## src/bbp_pkg.sv

```systemverilog
// constants, offsets and types of the bit-bang port
package bbp_pkg;
  // ==================== register offsets
  localparam logic [7:0] OFF_CTRL = 8'h00;
  localparam logic [7:0] OFF_DIR = 8'h04;
  localparam logic [7:0] OFF_BAUD = 8'h08;
  localparam logic [7:0] OFF_TXDATA = 8'h0C;
  localparam logic [7:0] OFF_RXDATA = 8'h10;
  localparam logic [7:0] OFF_STATUS = 8'h14;
  // ==================== field positions
  localparam int CTRL_CMD_LSB = 0;
  localparam int CTRL_IFM_LSB = 4;
  localparam int CTRL_CHB_BIT = 6;
  localparam int CTRL_WAKE_BIT = 7;
  localparam int ST_ACTIVE_LSB = 0;
  localparam int ST_REFUSED_BIT = 2;
  localparam int ST_RXVALID_BIT = 3;
  localparam int ST_EMPTY_BIT = 4;
  localparam int ST_FULL_BIT = 5;
  localparam int ST_RESUME_BIT = 6;
  localparam int ST_FLUSH_BIT = 7;
  // ==================== reset values and sizes
  localparam logic [7:0] DIR_RST = 8'h00;
  localparam logic [15:0] BAUD_RST = 16'h0027;
  localparam int DATA_W = 8;
  localparam int FIFO_DEPTH = 8;
  // ==================== mode command codes
  localparam logic [3:0] CMD_RESET = 4'h0;
  localparam logic [3:0] CMD_ASYNC = 4'h1;
  localparam logic [3:0] CMD_SYNC = 4'h4;
  // ==================== types
  typedef enum logic [1:0] {
    IFM_UART = 2'b00,
    IFM_FIFO = 2'b01,
    IFM_CPU_FIFO = 2'b10,
    IFM_FAST_OPTO = 2'b11
  } ifmode_t;
  typedef enum logic [1:0] {
    BB_OFF = 2'b00,
    BB_ASYNC = 2'b01,
    BB_SYNC = 2'b10
  } bbmode_t;
  typedef enum logic [2:0] {
    S_IDLE = 3'b000,
    S_WR_LOW = 3'b001,
    S_RD_DONE = 3'b010,
    S_SETUP = 3'b011,
    S_SWR_LOW = 3'b100
  } state_t;
endpackage

```

## src/baud_tick.sv

```systemverilog
// baud-rate tick generator
`timescale 1ns/10ps
module baud_tick (
  // clock and reset
  input wire logic pclk,
  input wire logic presetn,
  // control
  input wire logic run,
  input wire logic [15:0] divisor,
  // tick out
  output logic tick
);
  logic [15:0] cnt_r;

  always_ff @(posedge pclk or negedge presetn) begin
    if (!presetn) begin
      cnt_r <= 16'h0000;
      tick <= 1'b0;
    end else if (!run) begin
      cnt_r <= 16'h0000;
      tick <= 1'b0;
    end else if (cnt_r >= divisor) begin
      cnt_r <= 16'h0000;
      tick <= 1'b1;
    end else begin
      cnt_r <= cnt_r + 16'h0001;
      tick <= 1'b0;
    end
  end
endmodule

```

## src/bit_bang_port_with_strobes.sv

```systemverilog
// bit-bang port of one channel with read and write strobes, apb registers
//
// Functional notes
// RULE1: bit-bang mode turns the channel's eight lines into a bidirectional byte bus.
// RULE2: per-line direction register; outputs drive latched byte, inputs only sampled.
// RULE3: asynchronous mode brings read and write strobes out on pins.
// RULE4: synchronous mode samples the data pins only while writing a byte.
// RULE5: fifo, cpu fifo or fast opto interface: strobes on the first pin pair.
// RULE6: uart interface: strobes on the second pin pair.
// RULE7: second channel refuses bit-bang while in fast opto serial mode.
// RULE8: suspended with wakeup enabled: low pulse on wake input requests resume.
// RULE9: awake: low pulse on wake input flushes pending transmit data.
// RULE10: mode command 1 selects asynchronous mode, 0 returns to reset.
// RULE11: mode command 4 selects synchronous mode.
// RULE12: synchronous mode samples pins before driving new byte; reads lag one byte.
// RULE13: asynchronous outputs change only on new byte and baud tick.
`timescale 1ns/10ps
module bit_bang_port_with_strobes
  import bbp_pkg::*;
(
  // apb clock and reset
  input wire logic pclk,
  input wire logic presetn,
  // apb slave
  input wire logic psel,
  input wire logic penable,
  input wire logic pwrite,
  input wire logic [7:0] paddr,
  input wire logic [31:0] pwdata,
  output logic [31:0] prdata,
  output logic pready,
  output logic pslverr,
  // bit-bang data bus
  input wire logic [7:0] data_in,
  output logic [7:0] data_out,
  output logic [7:0] data_oe,
  // first strobe pair, fifo status otherwise
  output logic pair1_wr_n,
  output logic pair1_rd_n,
  input wire logic rx_avail_n,
  input wire logic tx_space_n,
  // second strobe pair
  output logic pair2_wr_n,
  output logic pair2_rd_n,
  // suspend and send-now
  input wire logic power_enable_n,
  input wire logic send_now_wake_n,
  output logic resume_req,
  output logic flush_req
);
  // ==================== register state
  bbmode_t mode_r;
  ifmode_t ifm_r;
  logic chan_b_r;
  logic wake_en_r;
  logic refused_r;
  logic [7:0] dir_r;
  logic [15:0] baud_r;
  logic [7:0] rx_r;
  logic rx_valid_r;
  logic resume_seen_r;
  logic flush_seen_r;
  logic wake_prev_r;
  // engine
  state_t st_r;
  logic wr_n_r;
  logic rd_n_r;
  logic [7:0] out_r;
  logic tick;
  // fifo wires
  logic f_in_ready;
  logic f_out_valid;
  logic f_pop;
  logic [7:0] f_out_data;
  // bus decode
  logic acc;
  logic commit;
  logic wr_c;
  logic rd_c;
  logic mapped;
  logic tx_wait;
  logic [31:0] rd_mux;
  logic [3:0] cmd;
  logic opto_b;
  logic sample_now;
  logic wake_fall;

  function automatic logic addr_is(input logic [7:0] a, input logic [7:0] off);
    return a == off;
  endfunction

  // ==================== apb slave
  assign acc = psel & penable;
  assign commit = acc & pready;
  assign wr_c = commit & pwrite;
  assign rd_c = commit & ~pwrite;
  assign mapped = addr_is(paddr, OFF_CTRL) | addr_is(paddr, OFF_DIR) |
                  addr_is(paddr, OFF_BAUD) | addr_is(paddr, OFF_TXDATA) |
                  addr_is(paddr, OFF_RXDATA) | addr_is(paddr, OFF_STATUS);
  assign tx_wait = pwrite & addr_is(paddr, OFF_TXDATA) & ~f_in_ready;
  assign cmd = pwdata[CTRL_CMD_LSB +: 4];
  assign opto_b = pwdata[CTRL_CHB_BIT] &
                  (ifmode_t'(pwdata[CTRL_IFM_LSB +: 2]) == IFM_FAST_OPTO);

  always_comb begin
    rd_mux = 32'h0000_0000;
    unique case (1'b1)
      addr_is(paddr, OFF_CTRL): begin
        rd_mux[CTRL_IFM_LSB +: 2] = ifm_r;
        rd_mux[CTRL_CHB_BIT] = chan_b_r;
        rd_mux[CTRL_WAKE_BIT] = wake_en_r;
        rd_mux[CTRL_CMD_LSB +: 4] = (mode_r == BB_ASYNC) ? CMD_ASYNC :
                                    (mode_r == BB_SYNC) ? CMD_SYNC : CMD_RESET;
      end
      addr_is(paddr, OFF_DIR): rd_mux[7:0] = dir_r;
      addr_is(paddr, OFF_BAUD): rd_mux[15:0] = baud_r;
      addr_is(paddr, OFF_RXDATA): rd_mux[7:0] = rx_r;
      addr_is(paddr, OFF_STATUS): begin
        rd_mux[ST_ACTIVE_LSB +: 2] = mode_r;
        rd_mux[ST_REFUSED_BIT] = refused_r;
        rd_mux[ST_RXVALID_BIT] = rx_valid_r;
        rd_mux[ST_EMPTY_BIT] = ~f_out_valid;
        rd_mux[ST_FULL_BIT] = ~f_in_ready;
        rd_mux[ST_RESUME_BIT] = resume_seen_r;
        rd_mux[ST_FLUSH_BIT] = flush_seen_r;
      end
      default: rd_mux = 32'h0000_0000;
    endcase
  end

  // answer on the second access cycle; txdata writes wait while the fifo is full
  always_ff @(posedge pclk or negedge presetn) begin
    if (!presetn) begin
      pready <= 1'b0;
      prdata <= 32'h0000_0000;
      pslverr <= 1'b0;
    end else begin
      pready <= acc & ~pready & ~tx_wait;
      prdata <= (acc & ~pready & ~pwrite) ? rd_mux : 32'h0000_0000;
      pslverr <= acc & ~pready & ~tx_wait & ~mapped;
    end
  end

  // ==================== control registers
  always_ff @(posedge pclk or negedge presetn) begin
    if (!presetn) begin
      mode_r <= BB_OFF;
      ifm_r <= IFM_UART;
      chan_b_r <= 1'b0;
      wake_en_r <= 1'b0;
      refused_r <= 1'b0;
      dir_r <= DIR_RST;
      baud_r <= BAUD_RST;
    end else if (wr_c) begin
      if (addr_is(paddr, OFF_CTRL)) begin
        ifm_r <= ifmode_t'(pwdata[CTRL_IFM_LSB +: 2]);
        chan_b_r <= pwdata[CTRL_CHB_BIT];
        wake_en_r <= pwdata[CTRL_WAKE_BIT];
        refused_r <= 1'b0;
        if (cmd == CMD_RESET) begin
          mode_r <= BB_OFF; // see RULE10
        end else if ((cmd == CMD_ASYNC || cmd == CMD_SYNC) && opto_b) begin
          mode_r <= BB_OFF; // see RULE7
          refused_r <= 1'b1;
        end else if (cmd == CMD_ASYNC) begin
          mode_r <= BB_ASYNC; // see RULE10
        end else if (cmd == CMD_SYNC) begin
          mode_r <= BB_SYNC; // see RULE11
        end
      end
      if (addr_is(paddr, OFF_DIR)) begin
        dir_r <= pwdata[7:0]; // see RULE2
      end
      if (addr_is(paddr, OFF_BAUD)) begin
        baud_r <= pwdata[15:0];
      end
    end
  end

  // ==================== transmit fifo and baud tick
  byte_fifo #(.WIDTH(DATA_W), .DEPTH(FIFO_DEPTH)) u_fifo (
    .pclk(pclk),
    .presetn(presetn),
    .in_valid(wr_c & addr_is(paddr, OFF_TXDATA)),
    .in_ready(f_in_ready),
    .in_data(pwdata[7:0]),
    .out_valid(f_out_valid),
    .out_ready(f_pop),
    .out_data(f_out_data),
    .clear(mode_r == BB_OFF)
  );

  baud_tick u_baud (
    .pclk(pclk),
    .presetn(presetn),
    .run(mode_r != BB_OFF),
    .divisor(baud_r),
    .tick(tick)
  );

  // ==================== bit-bang engine
  // sync mode needs room for the sample, so it waits on an unread byte
  assign f_pop = tick & f_out_valid & (st_r == S_IDLE) &
                 ((mode_r == BB_ASYNC) | ((mode_r == BB_SYNC) & ~rx_valid_r));
  assign sample_now = f_pop & (mode_r == BB_SYNC); // see RULE4

  always_ff @(posedge pclk or negedge presetn) begin
    if (!presetn) begin
      st_r <= S_IDLE;
      out_r <= 8'h00;
      wr_n_r <= 1'b1;
      rd_n_r <= 1'b1;
    end else if (mode_r == BB_OFF) begin
      st_r <= S_IDLE;
      wr_n_r <= 1'b1;
      rd_n_r <= 1'b1;
    end else if (tick) begin
      unique case (st_r)
        S_IDLE: begin
          if (f_pop && mode_r == BB_ASYNC) begin
            out_r <= f_out_data; // see RULE13
            wr_n_r <= 1'b0; // see RULE3
            st_r <= S_WR_LOW;
          end else if (sample_now) begin
            out_r <= f_out_data;
            rd_n_r <= 1'b0;
            st_r <= S_RD_DONE;
          end else if (mode_r == BB_ASYNC) begin
            rd_n_r <= 1'b0; // see RULE3
            st_r <= S_RD_DONE;
          end
        end
        S_WR_LOW: begin
          wr_n_r <= 1'b1;
          st_r <= S_IDLE;
        end
        S_RD_DONE: begin
          rd_n_r <= 1'b1;
          st_r <= (mode_r == BB_SYNC) ? S_SETUP : S_IDLE;
        end
        S_SETUP: begin
          rd_n_r <= 1'b0;
          st_r <= S_SWR_LOW;
        end
        S_SWR_LOW: begin
          wr_n_r <= 1'b0;
          st_r <= S_WR_LOW;
        end
      endcase
    end
  end

  // pins follow the latched byte; in sync mode the new byte appears after the sample
  always_ff @(posedge pclk or negedge presetn) begin
    if (!presetn) begin
      data_out <= 8'h00;
      data_oe <= 8'h00;
    end else begin
      data_oe <= (mode_r != BB_OFF) ? dir_r : 8'h00; // see RULE1
      if (mode_r == BB_ASYNC || (mode_r == BB_SYNC && st_r == S_SETUP && tick)) begin
        data_out <= out_r; // see RULE12
      end
    end
  end

  // ==================== read side
  always_ff @(posedge pclk or negedge presetn) begin
    if (!presetn) begin
      rx_r <= 8'h00;
      rx_valid_r <= 1'b0;
    end else if (sample_now) begin
      rx_r <= data_in; // see RULE12
      rx_valid_r <= 1'b1;
    end else if (mode_r == BB_ASYNC && tick && st_r == S_IDLE && !f_out_valid) begin
      rx_r <= data_in;
      rx_valid_r <= 1'b1;
    end else if ((rd_c && addr_is(paddr, OFF_RXDATA)) || mode_r == BB_OFF) begin
      rx_valid_r <= 1'b0; // see RULE10
    end
  end

  // ==================== strobe routing
  always_ff @(posedge pclk or negedge presetn) begin
    if (!presetn) begin
      pair1_wr_n <= 1'b1;
      pair1_rd_n <= 1'b1;
      pair2_wr_n <= 1'b1;
      pair2_rd_n <= 1'b1;
    end else if (mode_r != BB_OFF && ifm_r == IFM_UART) begin
      pair1_wr_n <= rx_avail_n;
      pair1_rd_n <= tx_space_n;
      pair2_wr_n <= wr_n_r; // see RULE6
      pair2_rd_n <= rd_n_r;
    end else if (mode_r != BB_OFF) begin
      pair1_wr_n <= wr_n_r; // see RULE5
      pair1_rd_n <= rd_n_r;
      pair2_wr_n <= 1'b1;
      pair2_rd_n <= 1'b1;
    end else begin
      pair1_wr_n <= rx_avail_n;
      pair1_rd_n <= tx_space_n;
      pair2_wr_n <= 1'b1;
      pair2_rd_n <= 1'b1;
    end
  end

  // ==================== send-now and wakeup
  assign wake_fall = wake_prev_r & ~send_now_wake_n;

  always_ff @(posedge pclk or negedge presetn) begin
    if (!presetn) begin
      wake_prev_r <= 1'b1;
      resume_req <= 1'b0;
      flush_req <= 1'b0;
      resume_seen_r <= 1'b0;
      flush_seen_r <= 1'b0;
    end else begin
      wake_prev_r <= send_now_wake_n;
      resume_req <= wake_fall & power_enable_n & wake_en_r; // see RULE8
      flush_req <= wake_fall & ~power_enable_n; // see RULE9
      if (wake_fall && power_enable_n && wake_en_r) begin
        resume_seen_r <= 1'b1;
      end else if (rd_c && addr_is(paddr, OFF_STATUS)) begin
        resume_seen_r <= 1'b0;
      end
      if (wake_fall && !power_enable_n) begin
        flush_seen_r <= 1'b1;
      end else if (rd_c && addr_is(paddr, OFF_STATUS)) begin
        flush_seen_r <= 1'b0;
      end
    end
  end
endmodule

```

## src/byte_fifo.sv

```systemverilog
// parameterised first-word-fall-through fifo
`timescale 1ns/10ps
module byte_fifo #(
  parameter int WIDTH = 8,
  parameter int DEPTH = 8
) (
  // clock and reset
  input wire logic pclk,
  input wire logic presetn,
  // fill side
  input wire logic in_valid,
  output logic in_ready,
  input wire logic [WIDTH-1:0] in_data,
  // drain side
  output logic out_valid,
  input wire logic out_ready,
  output logic [WIDTH-1:0] out_data,
  // housekeeping
  input wire logic clear
);
  localparam int AW = $clog2(DEPTH);
  logic [WIDTH-1:0] mem [DEPTH];
  logic [AW-1:0] wp_r;
  logic [AW-1:0] rp_r;
  logic [AW:0] cnt_r;
  logic push;
  logic pop;

  assign in_ready = (cnt_r != (AW+1)'(DEPTH));
  assign out_valid = (cnt_r != '0);
  assign out_data = mem[rp_r];
  assign push = in_valid & in_ready;
  assign pop = out_valid & out_ready;

  always_ff @(posedge pclk) begin
    if (push) begin
      mem[wp_r] <= in_data;
    end
  end

  always_ff @(posedge pclk or negedge presetn) begin
    if (!presetn) begin
      wp_r <= '0;
      rp_r <= '0;
      cnt_r <= '0;
    end else if (clear) begin
      wp_r <= '0;
      rp_r <= '0;
      cnt_r <= '0;
    end else begin
      if (push) begin
        wp_r <= (wp_r == AW'(DEPTH - 1)) ? '0 : wp_r + 1'b1;
      end
      if (pop) begin
        rp_r <= (rp_r == AW'(DEPTH - 1)) ? '0 : rp_r + 1'b1;
      end
      if (push && !pop) begin
        cnt_r <= cnt_r + 1'b1;
      end else if (pop && !push) begin
        cnt_r <= cnt_r - 1'b1;
      end
    end
  end
endmodule

```

## config.mk

```make
export PLATFORM = sky130hd
export DESIGN_NAME = bit_bang_port_with_strobes
export DESIGN_NICKNAME = d
export VERILOG_FILES = /design/src/bbp_pkg.sv /design/src/baud_tick.sv /design/src/bit_bang_port_with_strobes.sv /design/src/byte_fifo.sv
export SDC_FILE = /design/constraint.sdc
export NUM_CORES = 1
export LEC_CHECK = 0
export BUFFER_PORTS_ARGS = -buffer_cell sky130_fd_sc_hd__buf_2
export CORE_MARGIN = 2
export CORE_UTILIZATION = 58
export DETAILED_ROUTE_END_ITERATION = 10
export PLACE_DENSITY = 0.89
export SYNTH_ARGS = -nofsm -noshare
export SYNTH_HDL_FRONTEND = slang
export SYNTH_SLANG_ARGS = --single-unit
```

## constraint.sdc

```tcl
create_clock -name pclk -period 4.2 [get_ports pclk]
set_clock_uncertainty 0.2 [all_clocks]
set_input_delay 0.21 -clock pclk [delete_from_list [all_inputs] [get_ports pclk]]
set_output_delay 0.21 -clock pclk [all_outputs]
set_load 0.05 [all_outputs]
```

# == Word level (Yosys, flattened, before mapping) ==
# Memories as Yosys holds them, arrays and structs flattened.
# Cells that the tools add are included.
# classes
n_addsub,5
magnitude_cmp,1
eq_ne,21
n_mux,60
bitwise_logic,39
n_reduce_logical,49
# ops
op,count
$mux 16,3
$mux 8,6
$pmux 8 s5,1
$mux 3,13
$mux 1,26
$and 1x1->1,23
$add 16x1->16 const B,1
$eq 8x4->1 const B,2
$eq 8x5->1 const B,2
$ge 16x16->1,1
$reduce_bool 2->1,8
$reduce_bool 4->1,4
$logic_and 1x1->1,15
$pmux 3 s5,1
$mux 4,3
$mux 2,5
$not 1->1,10
$eq 3x3->1 const B,3
$eq 8x3->1 const B,1
$logic_not 8->1,1
$reduce_and 2->1,4
$reduce_and 4->1,2
$add 3x1->3 const B,2
$eq 3x2->1 const B,2
20 further kinds,36
# word_totals
regBits,123
ramBits,64
input_bits,57
out_inout_bits,56
word_cells,208
memories,1
# mem_list
memory,words,width,rd,rd_clocked_by_memory_dff,wr,line,rtl
u_fifo.mem,8,8,1,0,1,byte_fifo.sv:22,logic [WIDTH-1:0] mem [DEPTH];

# == Logic depth before layout (Yosys ltp) ==
# depth
ltp_word,10
depth_mapped,13
depth_no_buf,12

# == Cells and area by module ==
# Synthesis repeated with hierarchy kept, for this count alone.
# hier_totals
hier_cells,631
hier_area_um2,8554.5
# modules_own_cells
mod,n_inst,cells_each,area_per_inst_um2,seq_area_each_um2
bit_bang_port_with_strobes,1,332,4214.0,2416.1
byte_fifo,1,168,3139.3,2172.1
baud_tick,1,131,1201.2,425.4

# == Worst setup path before layout ==
# OpenSTA, ideal clock, no wires.
# synth_path
kind,reg-to-reg
startpoint,register u_fifo.cnt_r[1]
endpoint,register u_fifo.cnt_r[3]
setup_ps,78
arrival_time_ps,2824
required_ps,3922
slack_ps,1098
path_stages_with_launch,12
n_path_buf,1
period_less_slack_ps,3102
cell_sequence,dfrtp_1 or4_1 nand4_1 buf_1 ha_1 inv_1 ha_1 a21o_1 a21oi_1 xnor2_1 or3_1 a21oi_1
# synth_via
elab_chain_cells,9
word_cells_on_any_way,17
cone_classes,2 x add/sub; 1 x eq/ne; 3 x mux; 5 x bitwise; 6 x reduce/logical
# synth_lines
element,line,rtl
from (decl),byte_fifo.sv:25,logic [AW:0] cnt_r;
from (signal assigned),byte_fifo.sv:58,cnt_r <= cnt_r + 1'b1;
from (signal assigned),byte_fifo.sv:60,cnt_r <= cnt_r - 1'b1;
$reduce_bool 4->1,byte_fifo.sv:30,assign out_valid = (cnt_r != '0);
$and 1x1->1 (3 in series),bit_bang_port_with_strobes.sv:203,assign f_pop = tick & f_out_valid & (st_r == S_IDLE) &
$and 1x1->1,byte_fifo.sv:33,assign pop = out_valid & out_ready;
$logic_not 1->1,byte_fifo.sv:57,if (push && !pop) begin
$logic_and 1x1->1,byte_fifo.sv:57,
$mux 4,byte_fifo.sv:57,
$mux 4,byte_fifo.sv:46,end else if (clear) begin
# Several ways; a longest one is shown, not always the timed one. The select of a mux whose other input is x is not followed.
# A chain may end at the register's enable or synchronous reset.

# == Worst setup path after layout ==
# Same ends and word-level chain as after synthesis.

==> qor_table.md <==
| Quantity | Reported |
|---|---|
| Final number of hold-violating endpoints | 0 |
| Register bit count reported by yosys | 187 |
| TritonCTS clock tree | done |
| Period utilization | 81.7% |
| # nets final | 845 |
| Buf/Inv on CP | 2 |
| Global-route wire length before repair | 29600 um |
| Total count of max-transition violations in the final report | 0 |
| Type of the tightest min-delay check | input port to register |
| Warnings, synthesis | 0 |
| Final weighted congestion in routability-driven placement | 0.869 |
| # port buffers | 80 |
| Number of remaining DRC errors | 0 |
| Critical Path Slowest Stage Cell | sky130_fd_sc_hd__nor4b_1 |
| Setup repair after global routing missed its margin | no |
| Via density per instance | 5.82 |
| Clock network latency to the later pin of the worst-skew pair | 440 ps |
| Measured slew at the worst slew-check pin | 1100 ps |
| Die W | 124 um |
| Critical path class | register to register |
| Number of routed nets with antenna violations | 0 |
| Peak ir drop on the vdd network | 0.000315 V |
| Commonest non-fill, non-tap cells in the layout | sky130_fd_sc_hd__dfrtp_1 (112), sky130_fd_sc_hd__buf_2 (79), sky130_fd_sc_hd__edfxtp_1 (64) |
| Relative max-transition margin | 26.5% |
| Layout Utilization | 68.8% |
| Most common cell after layout, fill and taps aside | sky130_fd_sc_hd__dfrtp_1 |
| Inserted Diodes | 0 |
| Cell area after placement | 8960 um2 |
| Delay of the slowest cell on the worst path | 680 ps |
| CP Cell Sequence | nor4b_1 > nor2_1 > nand2_2 > inv_1 > ha_1 > inv_1 > ha_1 > a21o_1 > a21oi_1 > xnor2_1 > or3_1 > a21oi_1 |
| Number of max-cap violations | 0 |
| Fraction of the yosys area taken by sequential cells | 59.6% |
| TNS Setup | 0 ps |
| Top_reg_cell synth | sky130_fd_sc_hd__dfrtp_1 |
| Number of core rows | 44 |
| Clock H-tree levels | 4 |
| Post-CTS clock slew at the launch and capture registers of the worst setup and hold paths | 70 ps |
| Arrival time worst endpoint | 3590 ps |
| Highest clock rate | 0.291 GHz |
| Overall routed net length | 17900 um |
| Number of enable flip-flop cells after synthesis | 64 |
| Status | finished, final reports clean |
| Pin count of the biggest net entering global routing | 68 |
| Crit-path leading delay family | simple AND/OR/NAND/NOR gates |
| Vias post-DR | 5586 |
| Resize count post-CTS | 0 |
| Synthesized instance count | 644 |
| Maximum clock insertion buffer count | 2 |
| Setup-failing EPs final | 0 |
| Static power due to leakage | 4.28 nW |
| DR WL/cell | 18.7 um |
| Final standard cell count with taps included and fillers excluded | 960 |
| Number of global-route vias before repair | 5772 |
| Starting Density | 58.5% |
| Syn Std Cell Area | 8410 um2 |
| Die Ht | 124 um |
| Proportion of layout cells with a drive suffix above 1 | 28.0% |
| Clock sink total | 187 |
| Category of the worst setup path launch point | register |
| Placeable core region | 14400 um2 |
| Pre-Repair DR Iteration Count | 6 |
| Total die area | 15500 um2 |
| Pwr/cell area | 370 nW/um2 |
| Area Growth Syn to Fin | 17.6% |
| Capturing element type of the critical path | register |
| Total clock buffers created by CTS | 17 |
| Placed Cells | 895 |
| Post-detailed-placement half-perimeter wirelength | 11800 um |
| Mean area per synthesized cell | 13.1 um2 |
| Clock tree root driver cell | sky130_fd_sc_hd__clkbuf_16 |
| Worst Path Max Fanout | 9 |
| FFs w/ async S/R, synth | 65.8% |
| Number of library cell types mapped by synthesis | 62 |
| DR iter-0 viols | 510 |
| GRT Resource Usage Total | 24.4% |
| Count of boundary I/O pins | 113 |
| Setup bufs post-CTS | 0 |
| Critical Path RT | 4360 ps |
| Final Critical Period | 3430 ps |
| Final design instance area without fill | 9890 um2 |
| Worst reg-to-reg setup slack | 770 ps |
| GR Overflow Total | 0 |
| Antenna violations before repair | 0 |
## through the flow
stage / hold slack, ps / total power [mW] / setup slack (ps)
2_1_floorplan: -286 / 2.00 / 1100
3_3_place_gp: 133 / 2.05 / 987
3_5_place_dp: 138 / 2.06 / 829
4_1_cts: 70.7 / 3.68 / 834
5_1_grt: 117 / 3.78 / 591
6_report: 112 / 3.66 / 768
## layout make-up
cell class,instances,area [um2]
clock buffers,19,475
repair buffers,122,801
well taps,184,230
inverters,25,93.8
flip-flops and latches,187,5010
clock inverters,13,126
multi-input cells,410,3150
fillers,899,4480
## routing by layer
| layer | up-vias | GRT usage (%) | share of wire [%] |
|---|---|---|---|
| li1 | 2525 | - | - |
| met1 | 2792 | 32.0 | 42 |
| met2 | 224 | 39.9 | 50 |
| met3 | 45 | 5.07 | 5.3 |
| met4 | 0 | 10.5 | 2.8 |
| met5 | - | 0 | 0 |
## path summary, 6_finish.rpt
kind                                  from         endpoint  cells after the start
hold / removal                    paddr[6]        prdata[7]                      4
max in group asynchronous          presetn         dir_r[4]                      3
hold reg to reg                   out_r[7]         out_r[7]                      2
setup / recovery           u_fifo.cnt_r[1]  u_fifo.cnt_r[3]                     12
min in group asynchronous          presetn       baud_r[13]                      2
setup reg to reg           u_fifo.cnt_r[1]  u_fifo.cnt_r[3]                     12
## sequential cells by signal, indices dropped and copies added (netlist names), 2 cells and up
signal,flops
u_fifo.cnt_r,4
prdata,16
dir_r,8
u_fifo.rp_r,3
rx_r,8
out_r,8
u_baud.cnt_r,16
baud_r,16
mode_r,2
st_r,3
data_out,8
data_oe,8
u_fifo.wp_r,3
u_fifo.mem,64
ifm_r,2
## logic make-up (layout without fill, tap and decap cells)
group	count (synthesis)	in the layout	synth area share [%]
buffers and inverters	62	179	3.61
XOR/XNOR	17	17	1.77
AND/OR/NAND/NOR	185	185	11.5
other	1	16	0.0446
AO/OA/AOI/OAI	81	81	5.82
flip-flops	187	187	59.6
adder cells (fa/ha/maj)	25	25	3.81
multiplexers	86	86	13.9
## power by group
group / internal (mW) / switching, mW
sequential: 1.89 / 0.00223
clock: 0.900 / 0.709
combinational: 0.0473 / 0.107
total: 2.84 / 0.818
## cells in the mapped netlist (all sizes together) (2+ instances only)
cell type | count | area share [%]
a211oi | 2 | 0.18
a21o | 4 | 0.36
a21oi | 24 | 1.4
a22o | 2 | 0.21
a22oi | 8 | 0.71
a31oi | 3 | 0.22
and2 | 16 | 1.2
and3 | 5 | 0.39
buf | 22 | 1.8
clkbuf | 15 | 0.67
dfrtp | 112 | 33
dfstp | 11 | 3.4
edfxtp | 64 | 23
ha | 24 | 3.6
inv | 25 | 1.1
mux2 | 55 | 7.8
mux2i | 15 | 1.8
mux4 | 16 | 4.3
nand2 | 49 | 2.3
nand2b | 8 | 0.60
nand3 | 9 | 0.54
nand3b | 4 | 0.36
nand4 | 6 | 0.45
nor2 | 51 | 2.3
nor2b | 4 | 0.30
nor3 | 11 | 0.71
nor4 | 6 | 0.62
nor4b | 2 | 0.39
o21ai | 29 | 1.7
o31ai | 2 | 0.24
or2 | 2 | 0.15
or3 | 3 | 0.22
or4 | 4 | 0.40
xnor2 | 10 | 1.0
xor2 | 7 | 0.73
## worst reg2reg max path, delay by kind of cell, from the launching register on
family,cells,cell delay [ps]
flip-flops,1,440
XOR/XNOR,1,110
adder cells (fa/ha/maj),2,510
AND/OR/NAND/NOR,4,1330
buffers and inverters,2,250
AO/OA/AOI/OAI,3,520
## timing repair
item	in CTS	in global routing
setup endpoints to repair	0	0
endpoints found under the hold margin	152	0
hold buffers	33	0
Note: power is estimated with default switching activity, not from simulation.
